### config.mk
export PLATFORM = sky130hd
export DESIGN_NAME = uart_support
export DESIGN_NICKNAME = d
export VERILOG_FILES = /design/src/uart_support_pkg.sv /design/src/uart_support.sv
export SDC_FILE = /design/constraint.sdc
export NUM_CORES = 1
export LEC_CHECK = 0
export ABC_AREA = 1
export BUFFER_PORTS_ARGS = -buffer_cell sky130_fd_sc_hd__buf_2
export CORE_AREA = 10 10 156 158
export CTS_CLUSTER_SIZE = 14
export DETAILED_ROUTE_END_ITERATION = 7
export DIE_AREA = 0 0 166 168
export PLACE_DENSITY = 0.55
export SYNTH_ARGS = -nofsm -noshare
export SYNTH_HDL_FRONTEND = slang
export SYNTH_SLANG_ARGS = --single-unit
export TNS_END_PERCENT = 10
### constraint.sdc
create_clock -name CLK_SYS_I -period 6.7 [get_ports CLK_SYS_I]
set_clock_uncertainty 0.05 [all_clocks]
set_input_delay 1.005 -clock CLK_SYS_I [delete_from_list [all_inputs] [get_ports CLK_SYS_I]]
set_output_delay 1.005 -clock CLK_SYS_I [all_outputs]
set_load 0.05 [all_outputs]
### src/uart_support_pkg.sv
// Constants, carrier types and power state encoding of the UART support channel
// Functional notes
// RL1 - Rank seven interrupt kinds; identification reads 00 0001 when none pending.
// RL2 - Line status interrupt is priority 1, code 00 0110.
// RL3 - Receive data interrupt is priority 2, code 00 0100, by level or ready.
// RL4 - Receive time-out interrupt is priority 3, code 00 1100.
// RL5 - Transmit room interrupt is priority 4, code 00 0010.
// RL6 - Modem status interrupt is priority 5, code 00 0000, from status bits 0-3.
// RL7 - Xoff or special character detection raises priority 6, code 01 0000.
// RL8 - Flow pin going low to high under auto flow gives priority 7, code 10 0000.
// RL9 - Line interrupt comes from line status bits 1,2,3,4,7; bit 7 tracks errored entries.
// RL10 - Line status bits 4:2 describe head character, zero when receive queue empty.
// RL11 - Line interrupt clears when errors drained, or overrun by line status read.
// RL12 - Receive data clears below trigger; time-out clears on receive holding read.
// RL13 - Transmit clears on status read or holding write; modem and pin on modem read.
// RL14 - Xoff clears on Xon or status read; special on status read or next character.
// RL15 - Interrupt output works only while some low interrupt-enable bit is set.
// RL16 - Sleep allowed only with enhanced-functions bit 4 and enable bit 4 set.
// RL17 - Enter sleep only when idle, empty, quiet, key 0xFF, no non-transmit interrupt.
// RL18 - Wake on receive line change, modem input change or transmit write.
// RL19 - Time-out after four character times; restart at stop centre or queue read.
// RL20 - Flag break when receive line low longer than one full character.
// RL21 - Line control bit 6 forces transmit output low until cleared.
// RL22 - Shared generator: optional divide-by-4, 16-bit divisor, sample rate, 8 in 8x.
// RL23 - Divisor from two bytes, 1 to 65535; zero produces no baud ticks.
// RL24 - Highest pending priority shows; lower ones surface once higher ones clear.
package uart_support_pkg;

  localparam logic [3:0] OFS_DATA   = 4'h0;
  localparam logic [3:0] OFS_IER    = 4'h1;
  localparam logic [3:0] OFS_ISR    = 4'h2;
  localparam logic [3:0] OFS_LCR    = 4'h3;
  localparam logic [3:0] OFS_MCR    = 4'h4;
  localparam logic [3:0] OFS_LSR    = 4'h5;
  localparam logic [3:0] OFS_MSR    = 4'h6;
  localparam logic [3:0] OFS_SAMPLE = 4'h7;
  localparam logic [3:0] OFS_EFR    = 4'h8;
  localparam logic [3:0] OFS_SLEEP  = 4'h9;
  localparam logic [3:0] OFS_OPTS   = 4'hA;
  localparam logic [3:0] OFS_DIV_LO = 4'hB;
  localparam logic [3:0] OFS_DIV_HI = 4'hC;

  localparam logic [5:0] ID_NONE    = 6'h01;
  localparam logic [5:0] ID_LINE    = 6'h06;
  localparam logic [5:0] ID_RXDATA  = 6'h04;
  localparam logic [5:0] ID_TIMEOUT = 6'h0C;
  localparam logic [5:0] ID_TXROOM  = 6'h02;
  localparam logic [5:0] ID_MODEM   = 6'h00;
  localparam logic [5:0] ID_XOFF    = 6'h10;
  localparam logic [5:0] ID_FLOWPIN = 6'h20;

  localparam int IER_RX = 0;
  localparam int IER_TX = 1;
  localparam int IER_LINE = 2;
  localparam int IER_MODEM = 3;
  localparam int IER_SLEEP = 4;
  localparam int IER_XOFF = 5;
  localparam int IER_RTS = 6;
  localparam int IER_CTS = 7;
  localparam int EFR_ENH = 4;
  localparam int LCR_BREAK = 6;
  localparam int MCR_PRESC = 7;
  localparam int SMP_8X = 5;
  localparam int OPT_FIFO = 0;
  localparam int OPT_AUTO485 = 1;
  localparam int OPT_AUTO_CTS = 2;
  localparam int OPT_AUTO_RTS = 3;

  localparam logic [7:0] RST_IER    = 8'h00;
  localparam logic [7:0] RST_LCR    = 8'h00;
  localparam logic [7:0] RST_MCR    = 8'h00;
  localparam logic [7:0] RST_EFR    = 8'h00;
  localparam logic [7:0] RST_SLEEP  = 8'h00;
  localparam logic [7:0] RST_SAMPLE = 8'h10;
  localparam logic [7:0] RST_OPTS   = 8'h00;
  localparam logic [7:0] RST_DIV    = 8'h00;
  localparam logic [7:0] SLEEP_KEY  = 8'hFF;
  localparam logic [4:0] RATE_8X    = 5'h08;
  localparam logic [1:0] PRESC_LAST = 2'h3;
  localparam int TIMEOUT_CHARS = 4;

  typedef struct packed {
    logic       empty;
    logic       above_trig;
    logic [2:0] head_err;
    logic       err_in_fifo;
    logic       overrun;
    logic       char_done;
    logic [7:0] data;
  } rx_stat_s;

  typedef struct packed {
    logic below_trig;
    logic holder_empty;
    logic tx_empty;
  } tx_stat_s;

  typedef struct packed {
    logic xoff_det;
    logic xon_det;
    logic special_det;
    logic rts_n;
  } flow_s;

  typedef enum logic [1:0] {
    AWAKE  = 2'b01,
    ASLEEP = 2'b10
  } power_e;

endpackage : uart_support_pkg

### src/uart_support.sv
// Interrupt, sleep, time-out, break and baud generation logic of one UART channel
`timescale 1ns/10ps
`default_nettype none
module uart_support
  import uart_support_pkg::*;
(
  input  wire logic       CLK_SYS_I,
  input  wire logic       ARST_N_I,
  input  wire logic [3:0] ADDR_I,
  input  wire logic [7:0] WDATA_I,
  input  wire logic       WR_I,
  input  wire logic       RD_I,
  output logic      [7:0] RDATA_O,
  input  wire rx_stat_s   RX_STAT_I,
  input  wire tx_stat_s   TX_STAT_I,
  input  wire flow_s      FLOW_I,
  input  wire logic       RXD_I,
  input  wire logic [3:0] MODEM_N_I,
  input  wire logic       TXD_I,
  output logic            TXD_O,
  output logic            RX_POP_O,
  output logic            TX_PUSH_O,
  output logic      [7:0] TX_DATA_O,
  output logic            SAMPLE_TICK_O,
  output logic            BIT_TICK_O,
  output logic            BREAK_DET_O,
  output logic            SLEEP_O,
  output logic            IRQ_O
);

  typedef struct packed {
    logic [7:0]  interrupt_enable_reg;
    logic [7:0]  line_control_reg;
    logic [7:0]  modem_control_reg;
    logic [7:0]  enhanced_feature_reg;
    logic [7:0]  sleep_key;
    logic [7:0]  smp;
    logic [7:0]  opts;
    logic [15:0] div;
    logic [7:0]  rdata;
    logic        overrun;
    logic        timeout;
    logic        txroom;
    logic        tx_cond_q;
    logic [3:0]  msr_delta;
    logic [3:0]  modem_q;
    logic        rxd_q;
    logic        xoff;
    logic        special;
    logic        flowpin;
    logic        rts_q;
    logic [1:0]  presc;
    logic [15:0] divcnt;
    logic [4:0]  smpcnt;
    logic [3:0]  brkcnt;
    logic        brk_done;
    logic [5:0]  tocnt;
    power_e      pwr;
    logic        sample_tick;
    logic        bit_tick;
    logic        brk_pulse;
    logic        txpush;
    logic [7:0]  txdata;
    logic        rxpop;
  } state_s;

  state_s st;
  state_s next_st;

  logic       wr_data;
  logic       rd_data;
  logic       rd_isr;
  logic       rd_lsr;
  logic       rd_msr;
  logic       tx_cond;
  logic       line_irq;
  logic       rx_irq;
  logic       to_irq;
  logic       tx_irq;
  logic       modem_irq;
  logic       xoff_irq;
  logic       pin_irq;
  logic [5:0] ident;
  logic [7:0] lsr_val;
  logic [7:0] msr_val;
  logic [4:0] rate;
  logic [3:0] char_bits;
  logic [5:0] to_limit;
  logic       presc_tick;
  logic       modem_chg;
  logic       rxd_chg;
  logic       sleep_ok;

  always_comb begin
    wr_data = WR_I && (ADDR_I == OFS_DATA);
    rd_data = RD_I && (ADDR_I == OFS_DATA);
    rd_isr  = RD_I && (ADDR_I == OFS_ISR);
    rd_lsr  = RD_I && (ADDR_I == OFS_LSR);
    rd_msr  = RD_I && (ADDR_I == OFS_MSR);
    // RL22 sample rate select
    rate = st.smp[SMP_8X] ? RATE_8X : st.smp[4:0];
    // Start, data bits, optional parity, one or two stop bits
    char_bits = 4'h7 + {2'h0, st.line_control_reg[1:0]} + {3'h0, st.line_control_reg[3]} + {3'h0, st.line_control_reg[2]};
    to_limit = 6'(TIMEOUT_CHARS) * {2'h0, char_bits};
    presc_tick = !st.modem_control_reg[MCR_PRESC] || (st.presc == PRESC_LAST);
    modem_chg = (MODEM_N_I != st.modem_q);
    rxd_chg = (RXD_I != st.rxd_q);
    // RL10 head status, zero when empty
    lsr_val = {RX_STAT_I.err_in_fifo, TX_STAT_I.tx_empty, TX_STAT_I.holder_empty,
               RX_STAT_I.empty ? 3'h0 : RX_STAT_I.head_err, st.overrun, !RX_STAT_I.empty};
    msr_val = {~MODEM_N_I, st.msr_delta};
    // RL5 transmit room condition by mode
    if (st.opts[OPT_AUTO485]) begin
      tx_cond = TX_STAT_I.tx_empty;
    end else if (st.opts[OPT_FIFO]) begin
      tx_cond = TX_STAT_I.below_trig;
    end else begin
      tx_cond = TX_STAT_I.holder_empty;
    end
    // RL9 line interrupt sources
    line_irq  = st.interrupt_enable_reg[IER_LINE] && (st.overrun || lsr_val[7] || (|lsr_val[4:2]));
    // RL3 receive data by level or ready
    rx_irq    = st.interrupt_enable_reg[IER_RX] && (st.opts[OPT_FIFO] ? RX_STAT_I.above_trig : !RX_STAT_I.empty);
    // RL4 stale data time-out
    to_irq    = st.interrupt_enable_reg[IER_RX] && st.timeout;
    tx_irq    = st.interrupt_enable_reg[IER_TX] && st.txroom;
    // RL6 modem status bits 0-3
    modem_irq = st.interrupt_enable_reg[IER_MODEM] && (|st.msr_delta);
    // RL7 Xoff or special character
    xoff_irq  = st.interrupt_enable_reg[IER_XOFF] && (st.xoff || st.special);
    // RL8 flow pin deassertion
    pin_irq   = (st.interrupt_enable_reg[IER_RTS] || st.interrupt_enable_reg[IER_CTS]) && st.flowpin;
    // RL24 highest priority first
    if (line_irq) begin
      // RL2 line status code
      ident = ID_LINE;
    end else if (rx_irq) begin
      ident = ID_RXDATA;
    end else if (to_irq) begin
      ident = ID_TIMEOUT;
    end else if (tx_irq) begin
      ident = ID_TXROOM;
    end else if (modem_irq) begin
      ident = ID_MODEM;
    end else if (xoff_irq) begin
      ident = ID_XOFF;
    end else if (pin_irq) begin
      ident = ID_FLOWPIN;
    end else begin
      // RL1 nothing pending
      ident = ID_NONE;
    end
    // RL16 sleep permission, RL17 entry conditions
    sleep_ok = st.enhanced_feature_reg[EFR_ENH] && st.interrupt_enable_reg[IER_SLEEP] && RXD_I && !rxd_chg && !modem_chg
               && TX_STAT_I.tx_empty && RX_STAT_I.empty && (st.sleep_key == SLEEP_KEY)
               && !(line_irq || rx_irq || to_irq || modem_irq || xoff_irq || pin_irq)
               && !WR_I;
  end

  always_comb begin
    next_st = st;
    next_st.rxd_q = RXD_I;
    next_st.modem_q = MODEM_N_I;
    next_st.tx_cond_q = tx_cond;
    next_st.rts_q = FLOW_I.rts_n;
    next_st.txpush = wr_data;
    next_st.rxpop = rd_data;
    next_st.sample_tick = 1'b0;
    next_st.bit_tick = 1'b0;
    next_st.brk_pulse = 1'b0;
    if (wr_data) begin
      next_st.txdata = WDATA_I;
    end

    if (WR_I) begin
      unique case (ADDR_I)
        OFS_IER:    next_st.interrupt_enable_reg = WDATA_I;
        OFS_LCR:    next_st.line_control_reg = WDATA_I;
        OFS_MCR:    next_st.modem_control_reg = WDATA_I;
        OFS_SAMPLE: next_st.smp = WDATA_I;
        OFS_EFR:    next_st.enhanced_feature_reg = WDATA_I;
        OFS_SLEEP:  next_st.sleep_key = WDATA_I;
        OFS_OPTS:   next_st.opts = WDATA_I;
        // RL23 divisor bytes
        OFS_DIV_LO: next_st.div[7:0] = WDATA_I;
        OFS_DIV_HI: next_st.div[15:8] = WDATA_I;
        default:    next_st.div = st.div;
      endcase
    end

    if (RD_I) begin
      unique case (ADDR_I)
        OFS_DATA:   next_st.rdata = RX_STAT_I.data;
        OFS_IER:    next_st.rdata = st.interrupt_enable_reg;
        OFS_ISR:    next_st.rdata = {2'h0, ident};
        OFS_LCR:    next_st.rdata = st.line_control_reg;
        OFS_MCR:    next_st.rdata = st.modem_control_reg;
        OFS_LSR:    next_st.rdata = lsr_val;
        OFS_MSR:    next_st.rdata = msr_val;
        OFS_SAMPLE: next_st.rdata = st.smp;
        OFS_EFR:    next_st.rdata = st.enhanced_feature_reg;
        OFS_SLEEP:  next_st.rdata = st.sleep_key;
        OFS_OPTS:   next_st.rdata = {6'h00, st.pwr == ASLEEP, st.opts[0]} | (st.opts & 8'hFE);
        OFS_DIV_LO: next_st.rdata = st.div[7:0];
        OFS_DIV_HI: next_st.rdata = st.div[15:8];
        default:    next_st.rdata = 8'h00;
      endcase
    end

    // RL11 overrun clears on line status read, a new overrun wins
    if (rd_lsr) begin
      next_st.overrun = 1'b0;
    end
    if (RX_STAT_I.overrun) begin
      next_st.overrun = 1'b1;
    end

    // RL13 transmit room clears on status read or holding write
    if (rd_isr || wr_data) begin
      next_st.txroom = 1'b0;
    end
    if (tx_cond && !st.tx_cond_q) begin
      next_st.txroom = 1'b1;
    end

    // RL13 modem and pin interrupts clear on modem read
    if (rd_msr) begin
      next_st.msr_delta = 4'h0;
      next_st.flowpin = 1'b0;
    end
    // Ring indicator reports only its trailing edge, the others any change
    next_st.msr_delta[0] = next_st.msr_delta[0] | (MODEM_N_I[0] ^ st.modem_q[0]);
    next_st.msr_delta[1] = next_st.msr_delta[1] | (MODEM_N_I[1] ^ st.modem_q[1]);
    next_st.msr_delta[2] = next_st.msr_delta[2] | (MODEM_N_I[2] & !st.modem_q[2]);
    next_st.msr_delta[3] = next_st.msr_delta[3] | (MODEM_N_I[3] ^ st.modem_q[3]);
    // RL8 low-to-high under auto flow control
    if ((st.opts[OPT_AUTO_CTS] && MODEM_N_I[0] && !st.modem_q[0])
        || (st.opts[OPT_AUTO_RTS] && FLOW_I.rts_n && !st.rts_q)) begin
      next_st.flowpin = 1'b1;
    end

    // RL14 Xoff and special character clearing
    if (FLOW_I.xon_det || rd_isr) begin
      next_st.xoff = 1'b0;
    end
    if (rd_isr || RX_STAT_I.char_done) begin
      next_st.special = 1'b0;
    end
    if (FLOW_I.xoff_det) begin
      next_st.xoff = 1'b1;
    end
    if (FLOW_I.special_det) begin
      next_st.special = 1'b1;
    end

    // RL22 prescaler and divisor; RL23 zero divisor gives no ticks
    if (st.pwr == AWAKE && st.div != 16'h0000) begin
      next_st.presc = st.modem_control_reg[MCR_PRESC] ? st.presc + 2'h1 : 2'h0;
      if (presc_tick) begin
        if (st.divcnt >= st.div - 16'h0001) begin
          next_st.divcnt = 16'h0000;
          next_st.sample_tick = 1'b1;
          if (st.smpcnt >= rate - 5'h01) begin
            next_st.smpcnt = 5'h00;
            next_st.bit_tick = 1'b1;
          end else begin
            next_st.smpcnt = st.smpcnt + 5'h01;
          end
        end else begin
          next_st.divcnt = st.divcnt + 16'h0001;
        end
      end
    end else begin
      next_st.presc = 2'h0;
      next_st.divcnt = 16'h0000;
      next_st.smpcnt = 5'h00;
    end

    // RL20 break after more than one character time low
    if (RXD_I) begin
      next_st.brkcnt = 4'h0;
      next_st.brk_done = 1'b0;
    end else if (st.bit_tick && !st.brk_done) begin
      if (st.brkcnt > char_bits) begin
        next_st.brk_pulse = 1'b1;
        next_st.brk_done = 1'b1;
      end else begin
        next_st.brkcnt = st.brkcnt + 4'h1;
      end
    end

    // RL19 time-out counter restarts at stop centre and on queue read
    if (RX_STAT_I.char_done || rd_data || RX_STAT_I.empty || RX_STAT_I.above_trig) begin
      next_st.tocnt = 6'h00;
    end else if (st.bit_tick && st.tocnt < to_limit) begin
      next_st.tocnt = st.tocnt + 6'h01;
    end
    // RL12 time-out clears on holding read; a new expiry wins
    if (rd_data) begin
      next_st.timeout = 1'b0;
    end
    if (st.bit_tick && st.tocnt == to_limit - 6'h01 && !RX_STAT_I.char_done) begin
      next_st.timeout = 1'b1;
    end

    unique case (st.pwr)
      AWAKE: begin
        if (sleep_ok) begin
          next_st.pwr = ASLEEP;
        end
      end
      ASLEEP: begin
        // RL18 wake events
        if (rxd_chg || modem_chg || wr_data || !st.interrupt_enable_reg[IER_SLEEP] || !st.enhanced_feature_reg[EFR_ENH]) begin
          next_st.pwr = AWAKE;
        end
      end
      default: next_st.pwr = AWAKE;
    endcase
  end

  always_ff @(posedge CLK_SYS_I or negedge ARST_N_I) begin
    if (!ARST_N_I) begin
      st           <= '0;
      st.interrupt_enable_reg       <= RST_IER;
      st.line_control_reg       <= RST_LCR;
      st.modem_control_reg       <= RST_MCR;
      st.enhanced_feature_reg       <= RST_EFR;
      st.sleep_key <= RST_SLEEP;
      st.smp       <= RST_SAMPLE;
      st.opts      <= RST_OPTS;
      st.div       <= {RST_DIV, RST_DIV};
      st.rxd_q     <= 1'b1;
      st.modem_q   <= 4'hF;
      st.rts_q     <= 1'b1;
      st.pwr       <= AWAKE;
    end else begin
      st <= next_st;
    end
  end

  always_comb begin
    RDATA_O = st.rdata;
    // RL21 forced break on transmit line
    TXD_O = TXD_I && !st.line_control_reg[LCR_BREAK];
    RX_POP_O = st.rxpop;
    TX_PUSH_O = st.txpush;
    TX_DATA_O = st.txdata;
    SAMPLE_TICK_O = st.sample_tick;
    BIT_TICK_O = st.bit_tick;
    BREAK_DET_O = st.brk_pulse;
    SLEEP_O = (st.pwr == ASLEEP);
    // RL15 polled mode keeps the output quiet
    IRQ_O = (ident != ID_NONE) && (|st.interrupt_enable_reg[3:0]);
  end

endmodule : uart_support
`default_nettype wire

# Word level (Yosys, flattened, before mapping)
# Cells that the tools add are included.
totals:
  register_bits: 146
  input_bits: 45
  output_inout_bits: 24
  word_cells: 228
op_classes:
  add_sub_neg: 11
  n_lt_le_gt_ge: 4
  n_eq_ne: 25
  muxes: 48
  bitwise: 10
  reduce_logical: 96
ops:
  columns: ["op", "n"]
  rows:
  - ["8-bit one-hot mux with 13 select lines", 1]
  - ["6-bit 2-to-1 mux", 9]
  - ["1-bit logical AND", 33]
  - ["2-bit AND reduction", 13]
  - ["5-bit 2-to-1 mux", 5]
  - ["23-bit 2-to-1 mux", 1]
  - ["1-bit logical OR", 21]
  - ["21-bit 2-to-1 mux", 1]
  - ["4-bit == test, second input constant", 5]
  - ["1-bit 2-to-1 mux", 20]
  - ["2-bit nonzero test", 9]
  - ["16-bit by 1-bit adder with 16-bit output, second input constant", 1]
  - ["4-bit by 3-bit == test with 1-bit output, second input constant", 4]
  - ["16-bit greater-or-equal comparator", 1]
  - ["16-bit 2-to-1 mux", 1]
  - ["16-bit nonzero test", 1]
  - ["16-bit by 1-bit subtractor with 16-bit output, second input constant", 1]
  - ["1-bit zero test", 15]
  - ["2-bit 2-to-1 mux", 6]
  - ["4-bit by 1-bit adder with 4-bit output", 2]
  - ["4-bit by 2-bit == test with 1-bit output, second input constant", 2]
  - ["8-bit == test, second input constant", 1]
  - ["4-bit 2-to-1 mux", 2]
  - ["2-bit by 8-bit OR with 8-bit output", 1]
  - ["28 further kinds", 38]

# Longest topological paths before layout
# Gate-level depths: netlist of run 1.
depth:
  word_depth: 14
  ltp_mapped: 17

# Worst setup path after synthesis of run 1
# Ideal clock, no wire load.
synth_timing:
  kind: "input to output"
  startpoint: "input port RX_STAT_I[11] in the netlist's numbering"
  endpoint: "output port IRQ_O"
  t_arrival_ns: 1.841
  setup_slack_ns: 3.804
  path_stages: 6
  cell_sequence: "o21ai_0 nand3_1 a21oi_1 nand3_1 o41ai_1 inv_1"
synth_between:
  elab_chain_len: 7
synth_lines:
  columns: ["item", "line_no", "rtl"]
  rows:
  - ["start: declaration", "uart_support.sv:14", "input wire rx_stat_s RX_STAT_I,"]
  - ["3-bit 2-to-1 mux", "uart_support.sv:110", "RX_STAT_I.empty ? 3'h0 : RX_STAT_I.head_err, st.overrun, !RX_STAT_I.empty};"]
  - ["3-bit OR reduction", "uart_support.sv:121", "line_irq = st.interrupt_enable_reg[IER_LINE] && (st.overrun || lsr_val[7] || (|lsr_val[4:2]));"]
  - ["1-bit logical OR", "uart_support.sv:121", null]
  - ["1-bit logical AND", "uart_support.sv:121", null]
  - ["6-bit 2-to-1 mux", "uart_support.sv:134", "if (line_irq) begin"]
  - ["6-bit by 1-bit != test with 1-bit output", "uart_support.sv:354", "IRQ_O = (ident != ID_NONE) && (|st.interrupt_enable_reg[3:0]);"]
  - ["1-bit logical AND", "uart_support.sv:354", null]
  - ["end: declaration", "uart_support.sv:28", "output logic IRQ_O"]
# No other way between the ends.

# Final worst setup path of run 1
layout_timing:
  startpoint: "input port RX_STAT_I[15] in the netlist's numbering"
  endpoint: "output port IRQ_O"
layout_between:
  elab_chain_len: 7
layout_lines:
  columns: ["item", "line_no"]
  rows:
  - ["3-bit 2-to-1 mux / 1-bit zero test (equally long branches)", "uart_support.sv:110, uart_support.sv:123"]
  - ["3-bit OR reduction / 1-bit 2-to-1 mux (equally long branches)", "uart_support.sv:121, uart_support.sv:123"]
  - ["1-bit logical OR / 1-bit logical AND (equally long branches)", "uart_support.sv:121, uart_support.sv:123"]
  - ["1-bit logical AND / 6-bit 2-to-1 mux (equally long branches)", "uart_support.sv:121, uart_support.sv:137"]
  - ["6-bit 2-to-1 mux (*)", "uart_support.sv:134"]
  - ["6-bit by 1-bit != test with 1-bit output (*)", "uart_support.sv:354"]
  - ["1-bit logical AND (*)", "uart_support.sv:354"]
# Mark *: on every way between the ends. The rest lies on a longest branch, timed or not.

==> results.py, run 1 <==
metrics = {
    "outcome": {
        "status": "finished, final reports clean",
    },
    "global_routing": {
        "grt_use_total": 0.171,
        "grt_pass1_vias": 6844,
        "grt_pass1_wl_um": 38000,
        "antenna_found_initial": 1,
        "grt_overflow_total": 0,
        "grt_max_degree": 81,
    },
    "worst_setup_path": {
        "cp-start-kind": "input port",
        "required_ns": 5.64,
        "arrival_ns": 2.13,
        "cp_max_fo": 5,
        "reg2reg_slack_ns": 3.63,
        "crit_type": "in2out",
        "end_kind": "output port",
    },
    "placement": {
        "io_buffers": 68,
        "place_area_sq_mm": 0.00883,
        "dp_cells": 1379,
        "hpwl_um": 17500,
        "finalWeightedCongestion": 0.930,
    },
    "sta": {
        "slew_headroom": 0.437,
        "maxSlewViolCount": 0,
        "rsz0062_at_grt": "no",
        "fin_hold_ws_ns": 0.387,
        "finalCritPeriodShare": 0.476,
        "setup_viol": 0,
        "tightest_slew_ns": 0.844,
        "max_freq_ghz": 0.314,
        "finalHoldViolCount": 0,
        "fin_crit_ns": 3.19,
        "tns_ns": 0,
    },
    "power_and_ir_drop": {
        "p_sw_w": 0.00108,
        "clkPwrFrac": 0.319,
        "p_int_w": 0.00185,
        "leakage_nw": 4.78,
        "p_per_area_mw_per_mm2": 312,
        "power_frac_seq": 0.401,
        "p_comb_frac": 0.280,
        "peakVddDrop_v": 0.000211,
        "p_sw_frac": 0.369,
    },
    "floorplanning": {
        "initial_core_util": 0.389,
        "dieArea_sq_mm": 0.0279,
        "die_h_um": 168,
        "die_w_um": 166,
        "rows": 54,
        "pin_count": 69,
        "core-area_sq_mm": 0.0214,
    },
    "synthesis": {
        "syn_avg_cell_area_sq_um": 7.85,
        "yosysSeqAreaShare": 0.440,
        "syn_area_sq_mm": 0.00833,
        "synth-seq-cells": 146,
        "ys_types": 45,
        "synthCells": 1062,
        "synth-simple-area-share": 0.262,
        "synth_xor_area_frac": 0.0431,
        "async_reset_ff_frac": 1.00,
        "ys_warn_count": 0,
        "synth-main-ff-cell": "dfrtp_1",
        "syn_nets": 1149,
        "synth_edf_count": 0,
        "synth_top_family_by_area": "simple AND/OR/NAND/NOR gates",
        "synthAdderAreaFrac": 0.0640,
        "synth-compound-area-share": 0.106,
        "synthMuxAreaShare": 0,
    },
    "cells_and_area": {
        "layout_common_cells": "308 x nand2_1, 138 x dfrtp_1, 124 x inv_1",
        "mostFrequentLayoutCell": "nand2_1",
        "nets": 1205,
        "drive_gt1_frac": 0.127,
        "antenna_cells": 0,
        "final_util": 0.439,
        "fillCellCount": 2175,
        "area_delta_synth_final_pct": 12.9,
        "layoutNonFillerInstCount": 1411,
        "final_cell_area_sq_mm": 0.00941,
    },
    "drt": {
        "firstDrtPassIters": 5,
        "detail-route-antenna-nets": 0,
        "initialDrtViolationCount": 535,
        "drc_errors": 0,
        "viasPerCell": 4.94,
        "wl_per_cell_um": 16.8,
        "wl_um": 23700,
        "vias": 6968,
    },
    "clock_network": {
        "ctsHoldBuffers": 0,
        "cts_tree": "built",
        "cts.htree.levels": 4,
        "numCtsBuffers": 17,
        "post_cts_resized": 0,
        "cts_sinks": 146,
        "clk_latency_ns": 0.43,
        "post-cts-setup-buffer-count": 0,
        "cts_root_buffer": "clkbuf_16",
        "clk_pin_slew_ns": 0.07,
        "clockBufferDepth": 2,
    },
    "min_path": {
        "worstHoldPathType": "reg2reg",
    },
    "flow_run": {
        "drv_cap": 0,
    },
}
state kept, by name, summed over array words and instances (netlist names):
register / count
st: 120
RDATA_O: 8
TX_DATA_O: 8
msr_val: 4
BIT_TICK_O: 1
BREAK_DET_O: 1
RX_POP_O: 1
SAMPLE_TICK_O: 1
TX_PUSH_O: 1
lsr_val: 1
worst max-delay path, stage by stage:
cell and delay, ns:
buf_2 0.14, inv_1 0.10, o21ai_0 0.09, nand3_1 0.11
a21oi_1 0.23, nand3_1 0.11, o41ai_1 0.08, inv_1 0.07
buf_2 0.21
cells in the mapped netlist (2+ instances only):
| library cell | instances | area [sq um] |
|---|---|---|
| nand3b_1 | 2 | 15.0 |
| o31ai_1 | 2 | 15.0 |
| o21ai_0 | 101 | 505 |
| nor2_4 | 3 | 33.8 |
| ha_1 | 41 | 513 |
| nor2_1 | 76 | 285 |
| nor2_2 | 17 | 106 |
| a21o_1 | 2 | 15.0 |
| o21bai_1 | 5 | 37.5 |
| a21oi_1 | 18 | 90.1 |
| dfstp_2 | 8 | 210 |
| buf_4 | 17 | 128 |
| inv_1 | 124 | 465 |
| o21ai_1 | 15 | 75.1 |
| nand2_4 | 3 | 33.8 |
| inv_4 | 2 | 12.5 |
| o22ai_1 | 9 | 56.3 |
| xnor2_1 | 13 | 114 |
| nor3_1 | 22 | 110 |
| nand3_1 | 48 | 240 |
| nand4_1 | 19 | 119 |
| o2111ai_1 | 2 | 17.5 |
| inv_2 | 7 | 26.3 |
| dfrtp_1 | 138 | 3450 |
| clkbuf_1 | 12 | 45.0 |
| nand2_1 | 308 | 1160 |
| xor2_1 | 28 | 245 |
| o2bb2ai_1 | 3 | 26.3 |
metal layers:
metal / GRT usage / share of wire / wire, um / up-vias
li1: - / - / - / 3519
met1: 0.226 / 0.46 / 10900 / 3220
met2: 0.259 / 0.45 / 10600 / 182
met3: 0.0421 / 0.056 / 1320 / 45
met4: 0.0747 / 0.037 / 876 / 2
met5: 0 / 0.00030 / 7 / -
per-stage QoR:
stage,setup slack (ns),total power (W)
floorplan,3.80,0.00181
global placement,3.56,0.00200
detailed placement,3.54,0.00202
CTS,3.53,0.00296
global route,3.22,0.00315
finish,3.51,0.00294
worst paths after layout:
path                               start       endpoint  depth (start not counted)
min                               st[62]         st[63]                          1
min reg2reg                       st[62]         st[63]                          1
max reg2reg                       st[76]         st[43]                         16
max                        RX_STAT_I[15]          IRQ_O                          9
min in group asynchronous       ARST_N_I  SAMPLE_TICK_O                          1
max in group asynchronous       ARST_N_I         st[50]                          2
logic make-up after synthesis:
group	count (synthesis)
compound gates	163
xor+xnor	41
fa+ha+maj	42
buf+inv	165
flops	146
simple gates	505
power groups by stage:
| stage | logic (W) | registers, W | clock network (W) |
|---|---|---|---|
| floorplan | 0.000664 | 0.00115 | 0 |
| global placement | 0.000814 | 0.00119 | 0 |
| detailed placement | 0.000830 | 0.00119 | 0 |
| CTS | 0.000833 | 0.00118 | 0.000956 |
| global route | 0.000957 | 0.00120 | 0.000998 |
| finish | 0.000822 | 0.00118 | 0.000938 |
layout make-up:
class	instances	area, sq um	area share
clock inverters	14	146	0.0156
well taps	280	350	0.0372
repair buffers	69	354	0.0376
flip-flops and latches	146	3660	0.389
multi-input cells	751	3960	0.421
inverters	133	504	0.0536
clock buffers	18	429	0.0456
Power figures use the tool's default switching activity.
==> run 2, diff against run 1 <==
--- a/config.mk
+++ b/config.mk
@@ -11,7 +11,7 @@
 export CTS_CLUSTER_SIZE = 14
 export DETAILED_ROUTE_END_ITERATION = 7
 export DIE_AREA = 0 0 166 168
-export PLACE_DENSITY = 0.55
+export PLACE_DENSITY = 0.58
 export SYNTH_ARGS = -nofsm -noshare
 export SYNTH_HDL_FRONTEND = slang
 export SYNTH_SLANG_ARGS = --single-unit
==> constraint.sdc (replaced) <==
create_clock -name CLK_SYS_I -period 2.8 [get_ports CLK_SYS_I]
set_clock_uncertainty 0.05 [all_clocks]
set_input_delay 0.42 -clock CLK_SYS_I [delete_from_list [all_inputs] [get_ports CLK_SYS_I]]
set_output_delay 0.42 -clock CLK_SYS_I [all_outputs]
set_load 0.05 [all_outputs]
==> results.py, run 2 (synthesis gave the netlist of run 1 again) <==
metrics = {
    "outcome": {
        "status": "finished, final reports clean",
    },
    "sta": {
        "tightest_slew_ns": 0.605,
        "setup_viol": 0,
        "slew_headroom": 0.596,
        "rsz0062_at_grt": "yes",
        "fin_crit_ns": 2.79,
        "finalCritPeriodShare": 0.995,
        "tns_ns": 0,
        "maxSlewViolCount": 0,
        "max_freq_ghz": 0.359,
        "finalHoldViolCount": 0,
        "fin_hold_ws_ns": 0.0390,
    },
    "clock_network": {
        "numCtsBuffers": 17,
        "clk_pin_slew_ns": 0.08,
        "cts_sinks": 146,
        "clk_latency_ns": 0.43,
        "cts_root_buffer": "clkbuf_16",
        "clockBufferDepth": 2,
        "cts.htree.levels": 4,
        "cts_tree": "built",
    },
    "drt": {
        "wl_per_cell_um": 17.0,
        "wl_um": 24600,
        "vias": 7237,
        "firstDrtPassIters": 5,
        "detail-route-antenna-nets": 0,
        "viasPerCell": 5.01,
        "initialDrtViolationCount": 514,
        "drc_errors": 0,
    },
    "worst_setup_path": {
        "arrival_ns": 3.07,
        "end_kind": "register",
        "required_ns": 3.09,
        "cp-start-kind": "register",
        "crit_type": "reg2reg",
        "cp_max_fo": 5,
    },
    "cells_and_area": {
        "layout_common_cells": "303 x nand2_1, 138 x dfrtp_1, 121 x inv_1",
        "drive_gt1_frac": 0.187,
        "final_cell_area_sq_mm": 0.00994,
        "nets": 1239,
        "largest_reg_flops": 120,
        "antenna_cells": 0,
        "fillCellCount": 2117,
        "top_register": "st",
        "mostFrequentLayoutCell": "nand2_1",
        "final_util": 0.464,
        "area_delta_synth_final_pct": 19.2,
    },
    "global_routing": {
        "antenna_found_initial": 0,
        "grt_overflow_total": 0,
        "grt_max_degree": 59,
        "grt_pass1_vias": 6961,
        "grt_pass1_wl_um": 38800,
        "grt_use_total": 0.173,
    },
    "floorplanning": {
        "core-area_sq_mm": 0.0214,
        "rows": 54,
        "pin_count": 69,
        "die_h_um": 168,
        "dieArea_sq_mm": 0.0279,
        "initial_core_util": 0.389,
        "die_w_um": 166,
    },
    "placement": {
        "hpwl_um": 18000,
        "place_area_sq_mm": 0.00906,
        "finalWeightedCongestion": 0.980,
        "io_buffers": 68,
    },
    "power_and_ir_drop": {
        "peakVddDrop_v": 0.000408,
        "p_per_area_mw_per_mm2": 750,
        "leakage_nw": 5.00,
    },
    "min_path": {
        "worstHoldPathType": "in2reg",
    },
    "flow_run": {
        "drv_cap": 0,
    },
}
run 2: cell types whose count changed in the layout (fill, tap and decap cells not counted), moves of 5 or more:
| cell | delta |
|---|---|
| ha_1 | -6 |
| nor2_1 | -5 |
| nand3_2 | +6 |
| a21oi_1 | -7 |
| clkinv_8 | +5 |
| nand2_2 | +5 |
| nand2_1 | -5 |
| buf_4 | +29 |
| o21ai_0 | -6 |
| nand3_1 | -6 |
| a21oi_2 | +7 |
| ha_4 | +5 |
run 2: repair_timing:
action | in CTS | in global routing
hold endpoints to repair | 53 | 0
endpoints found under the setup margin | 24 | 34
resized for setup | 5 | 50
hold buffers | 1 | 0
pin swaps | 0 | 31
buffers inserted | 0 | 5
run 2: metal layers:
layer,share of wire,global-route usage
met3,0.047,0.0342
met5,0,0
met4,0.023,0.0643
met2,0.47,0.278
met1,0.46,0.226
run 2: stage by stage:
step | setup WS (ns) | total power, W | instances
after detailed placement | -0.135 | 0.00496 | 1408
final | 0.0142 | 0.00745 | 1445
after global routing | -0.175 | 0.00795 | 1445
after CTS | 0.0103 | 0.00734 | 1441
after floorplan | 0.0334 | 0.00433 | 1062
after global placement | -0.0973 | 0.00491 | 1408
run 2: path summary, 6_finish.rpt:
check                           from     end  slack, ns  cells after the start
max                          st[133]  st[18]       0.01                     13
min                        FLOW_I[0]  st[49]       0.04                      1
max reg2reg                  st[133]  st[18]       0.01                     13
min reg2reg                   st[62]  st[63]       0.38                      1
max in group asynchronous   ARST_N_I  st[55]       1.47                      3
min in group asynchronous   ARST_N_I  st[26]       0.48                      2
run 2: cell type report:
cell class                 count  area [sq um]  area share
multi-input combinational    751          4170       0.419
inverter                     133           509      0.0512
sequential                   146          3660       0.369
timing repair buffer         103           636      0.0640
clock buffer                  17           425      0.0428
tap                          280           350      0.0353
clock inverter                15           186      0.0188
run 2: report_power, final:
part           switching [W]  internal (W)
Combinational        0.00138      0.000897
Clock                0.00115       0.00121
Sequential          0.000336       0.00247
Total                0.00287       0.00458
run 2: worst max-delay path, cell delays in order, from the launching register on:
cell and delay [ns]:
dfrtp_1 0.39, inv_1 0.05, ha_1 0.28, inv_1 0.06, ha_2 0.16, inv_2 0.04
fa_2 0.62, ha_4 0.22, inv_2 0.04, nor2_1 0.03, o211ai_1 0.21, nand3_2 0.16
buf_4 0.18, o31ai_1 0.20
==> run 3, diff against run 2 <==
--- a/config.mk
+++ b/config.mk
@@ -11,7 +11,7 @@
 export CTS_CLUSTER_SIZE = 14
 export DETAILED_ROUTE_END_ITERATION = 7
 export DIE_AREA = 0 0 166 168
-export PLACE_DENSITY = 0.58
+export PLACE_DENSITY = 0.55
 export SYNTH_ARGS = -nofsm -noshare
 export SYNTH_HDL_FRONTEND = slang
 export SYNTH_SLANG_ARGS = --single-unit
==> constraint.sdc (replaced) <==
create_clock -name CLK_SYS_I -period 3.39 [get_ports CLK_SYS_I]
set_clock_uncertainty 0.05 [all_clocks]
set_input_delay 0.5085 -clock CLK_SYS_I [delete_from_list [all_inputs] [get_ports CLK_SYS_I]]
set_output_delay 0.5085 -clock CLK_SYS_I [all_outputs]
set_load 0.05 [all_outputs]
==> results.py, run 3 (synthesis gave the netlist of run 1 again) <==
metrics = {
    "global_routing": {
        "grt_pass1_vias": 6868,
        "grt_pass1_wl_um": 38000,
        "antenna_found_initial": 0,
        "grt_max_degree": 68,
        "grt_overflow_total": 0,
        "grt_use_total": 0.169,
    },
    "cells_and_area": {
        "layoutNonFillerInstCount": 1413,
        "top_register": "st",
        "layout_common_cells": "308 x nand2_1, 138 x dfrtp_1, 124 x inv_1",
        "nets": 1207,
        "fillCellCount": 2193,
        "antenna_cells": 0,
        "area_delta_synth_final_pct": 13.7,
        "largest_reg_flops": 120,
        "drive_gt1_frac": 0.130,
        "mostFrequentLayoutCell": "nand2_1",
    },
    "drt": {
        "firstDrtPassIters": 5,
        "wl_per_cell_um": 16.7,
        "viasPerCell": 4.93,
        "wl_um": 23600,
        "vias": 6963,
        "drc_errors": 0,
        "detail-route-antenna-nets": 0,
        "initialDrtViolationCount": 474,
    },
    "floorplanning": {
        "core-area_sq_mm": 0.0214,
        "die_w_um": 166,
        "pin_count": 69,
        "rows": 54,
        "die_h_um": 168,
        "dieArea_sq_mm": 0.0279,
        "initial_core_util": 0.389,
    },
    "worst_setup_path": {
        "crit_type": "reg2reg",
        "slowest_stage": "dfrtp_1",
        "path_buf_inv": 3,
        "path_cells": "inv_1 > ha_1 > nand2_4 > nor3_1 > nand4_1 > nor2_1 > xor2_1 > inv_1 > ha_1 > nand2_1 > nor3_1 > nand2_1 > nand4_4 > nand2_4 > inv_4 > nor2_1",
        "cp-start-kind": "register",
        "arrival_ns": 3.34,
        "cp_max_fo": 12,
        "critPathTopFamily": "simple AND/OR/NAND/NOR gates",
        "cp_slowest_stage_delay_ns": 0.40,
        "required_ns": 3.65,
        "end_kind": "register",
    },
    "placement": {
        "finalWeightedCongestion": 0.924,
        "pre_cts_slack_ns": 0.283,
        "io_buffers": 68,
        "dp_cells": 1380,
        "hpwl_um": 17700,
    },
    "sta": {
        "slew_headroom": 0.598,
        "finalHoldViolCount": 0,
        "rsz0062_at_grt": "no",
        "worst_slack_ns": 0.308,
        "tightest_slew_ns": 0.602,
        "finalCritPeriodShare": 0.909,
        "maxSlewViolCount": 0,
        "fin_crit_ns": 3.08,
        "setup_viol": 0,
        "tns_ns": 0,
        "max_freq_ghz": 0.324,
        "fin_hold_ws_ns": 0.136,
    },
    "clock_network": {
        "cts_tree": "built",
        "cts.htree.levels": 4,
        "clockBufferDepth": 2,
        "clk_pin_slew_ns": 0.07,
        "cts_root_buffer": "clkbuf_16",
        "cts_sinks": 146,
        "post-cts-setup-buffer-count": 0,
        "clk_latency_ns": 0.43,
        "numCtsBuffers": 17,
    },
    "outcome": {
        "status": "finished, final reports clean",
    },
    "power_and_ir_drop": {
        "peakVddDrop_v": 0.000305,
        "leakage_nw": 4.82,
        "p_per_area_mw_per_mm2": 621,
    },
    "flow_run": {
        "drv_cap": 0,
    },
    "min_path": {
        "worstHoldPathType": "in2reg",
    },
}
run 3: changes by cell type in the layout (fill, tap and decap cells not counted), sizes merged:
cell,before,now
buf,102,70
bufinv,0,1
clkinv,8,4
clkinvlp,0,1
inv,140,142
run 3: per-layer routing:
layer / track usage / wire (um) / up-vias
li1: - / - / 3534
met3: 0.0368 / 1090 / 30
met4: 0.0690 / 773 / 0
met5: 0 / 0 / -
met1: 0.222 / 10900 / 3253
met2: 0.266 / 10800 / 146
run 3: layout make-up:
| class | count | area [sq um] | area share |
|---|---|---|---|
| clock inverter | 15 | 184 | 0.0194 |
| tap | 280 | 350 | 0.0370 |
| sequential | 146 | 3660 | 0.387 |
| multi-input combinational | 751 | 3970 | 0.418 |
| inverter | 133 | 504 | 0.0532 |
| clock buffer | 17 | 425 | 0.0449 |
| timing repair buffer | 71 | 384 | 0.0405 |
run 3: path summary, 6_finish.rpt:
check                          start             to  slack (ns)  cells after the start
min in group asynchronous   ARST_N_I  SAMPLE_TICK_O        0.54                      2
hold reg to reg               st[62]         st[63]        0.39                      1
setup / recovery              st[74]         st[34]        0.31                     16
hold / removal             FLOW_I[0]         st[49]        0.14                      1
max in group asynchronous   ARST_N_I         st[57]        1.92                      3
setup reg to reg              st[74]         st[34]        0.31                     16
run 3: metrics by stage:
step	util	instance area, sq um	power, W
finish	0.443	9480	0.00589
global route	0.443	9480	0.00631
CTS	0.442	9470	0.00595
detailed placement	0.413	8850	0.00400
global placement	0.413	8850	0.00396
floorplan	-	8330	0.00358
run 3: timing repair:
item / 4_1_cts / 5_1_grt
endpoints found under the setup margin: 0 / 7
hold buffers: 1 / 0
endpoints found under the hold margin: 38 / 0
gates resized for setup: 0 / 1
run 3: where the power goes:
part / internal (W) / leakage, nW / total [W] / switching, W
logic: 0.000590 / 2.68 / 0.00162 / 0.00103
registers: 0.00204 / 1.85 / 0.00233 / 0.000284
clock network: 0.00106 / 0.295 / 0.00194 / 0.000879
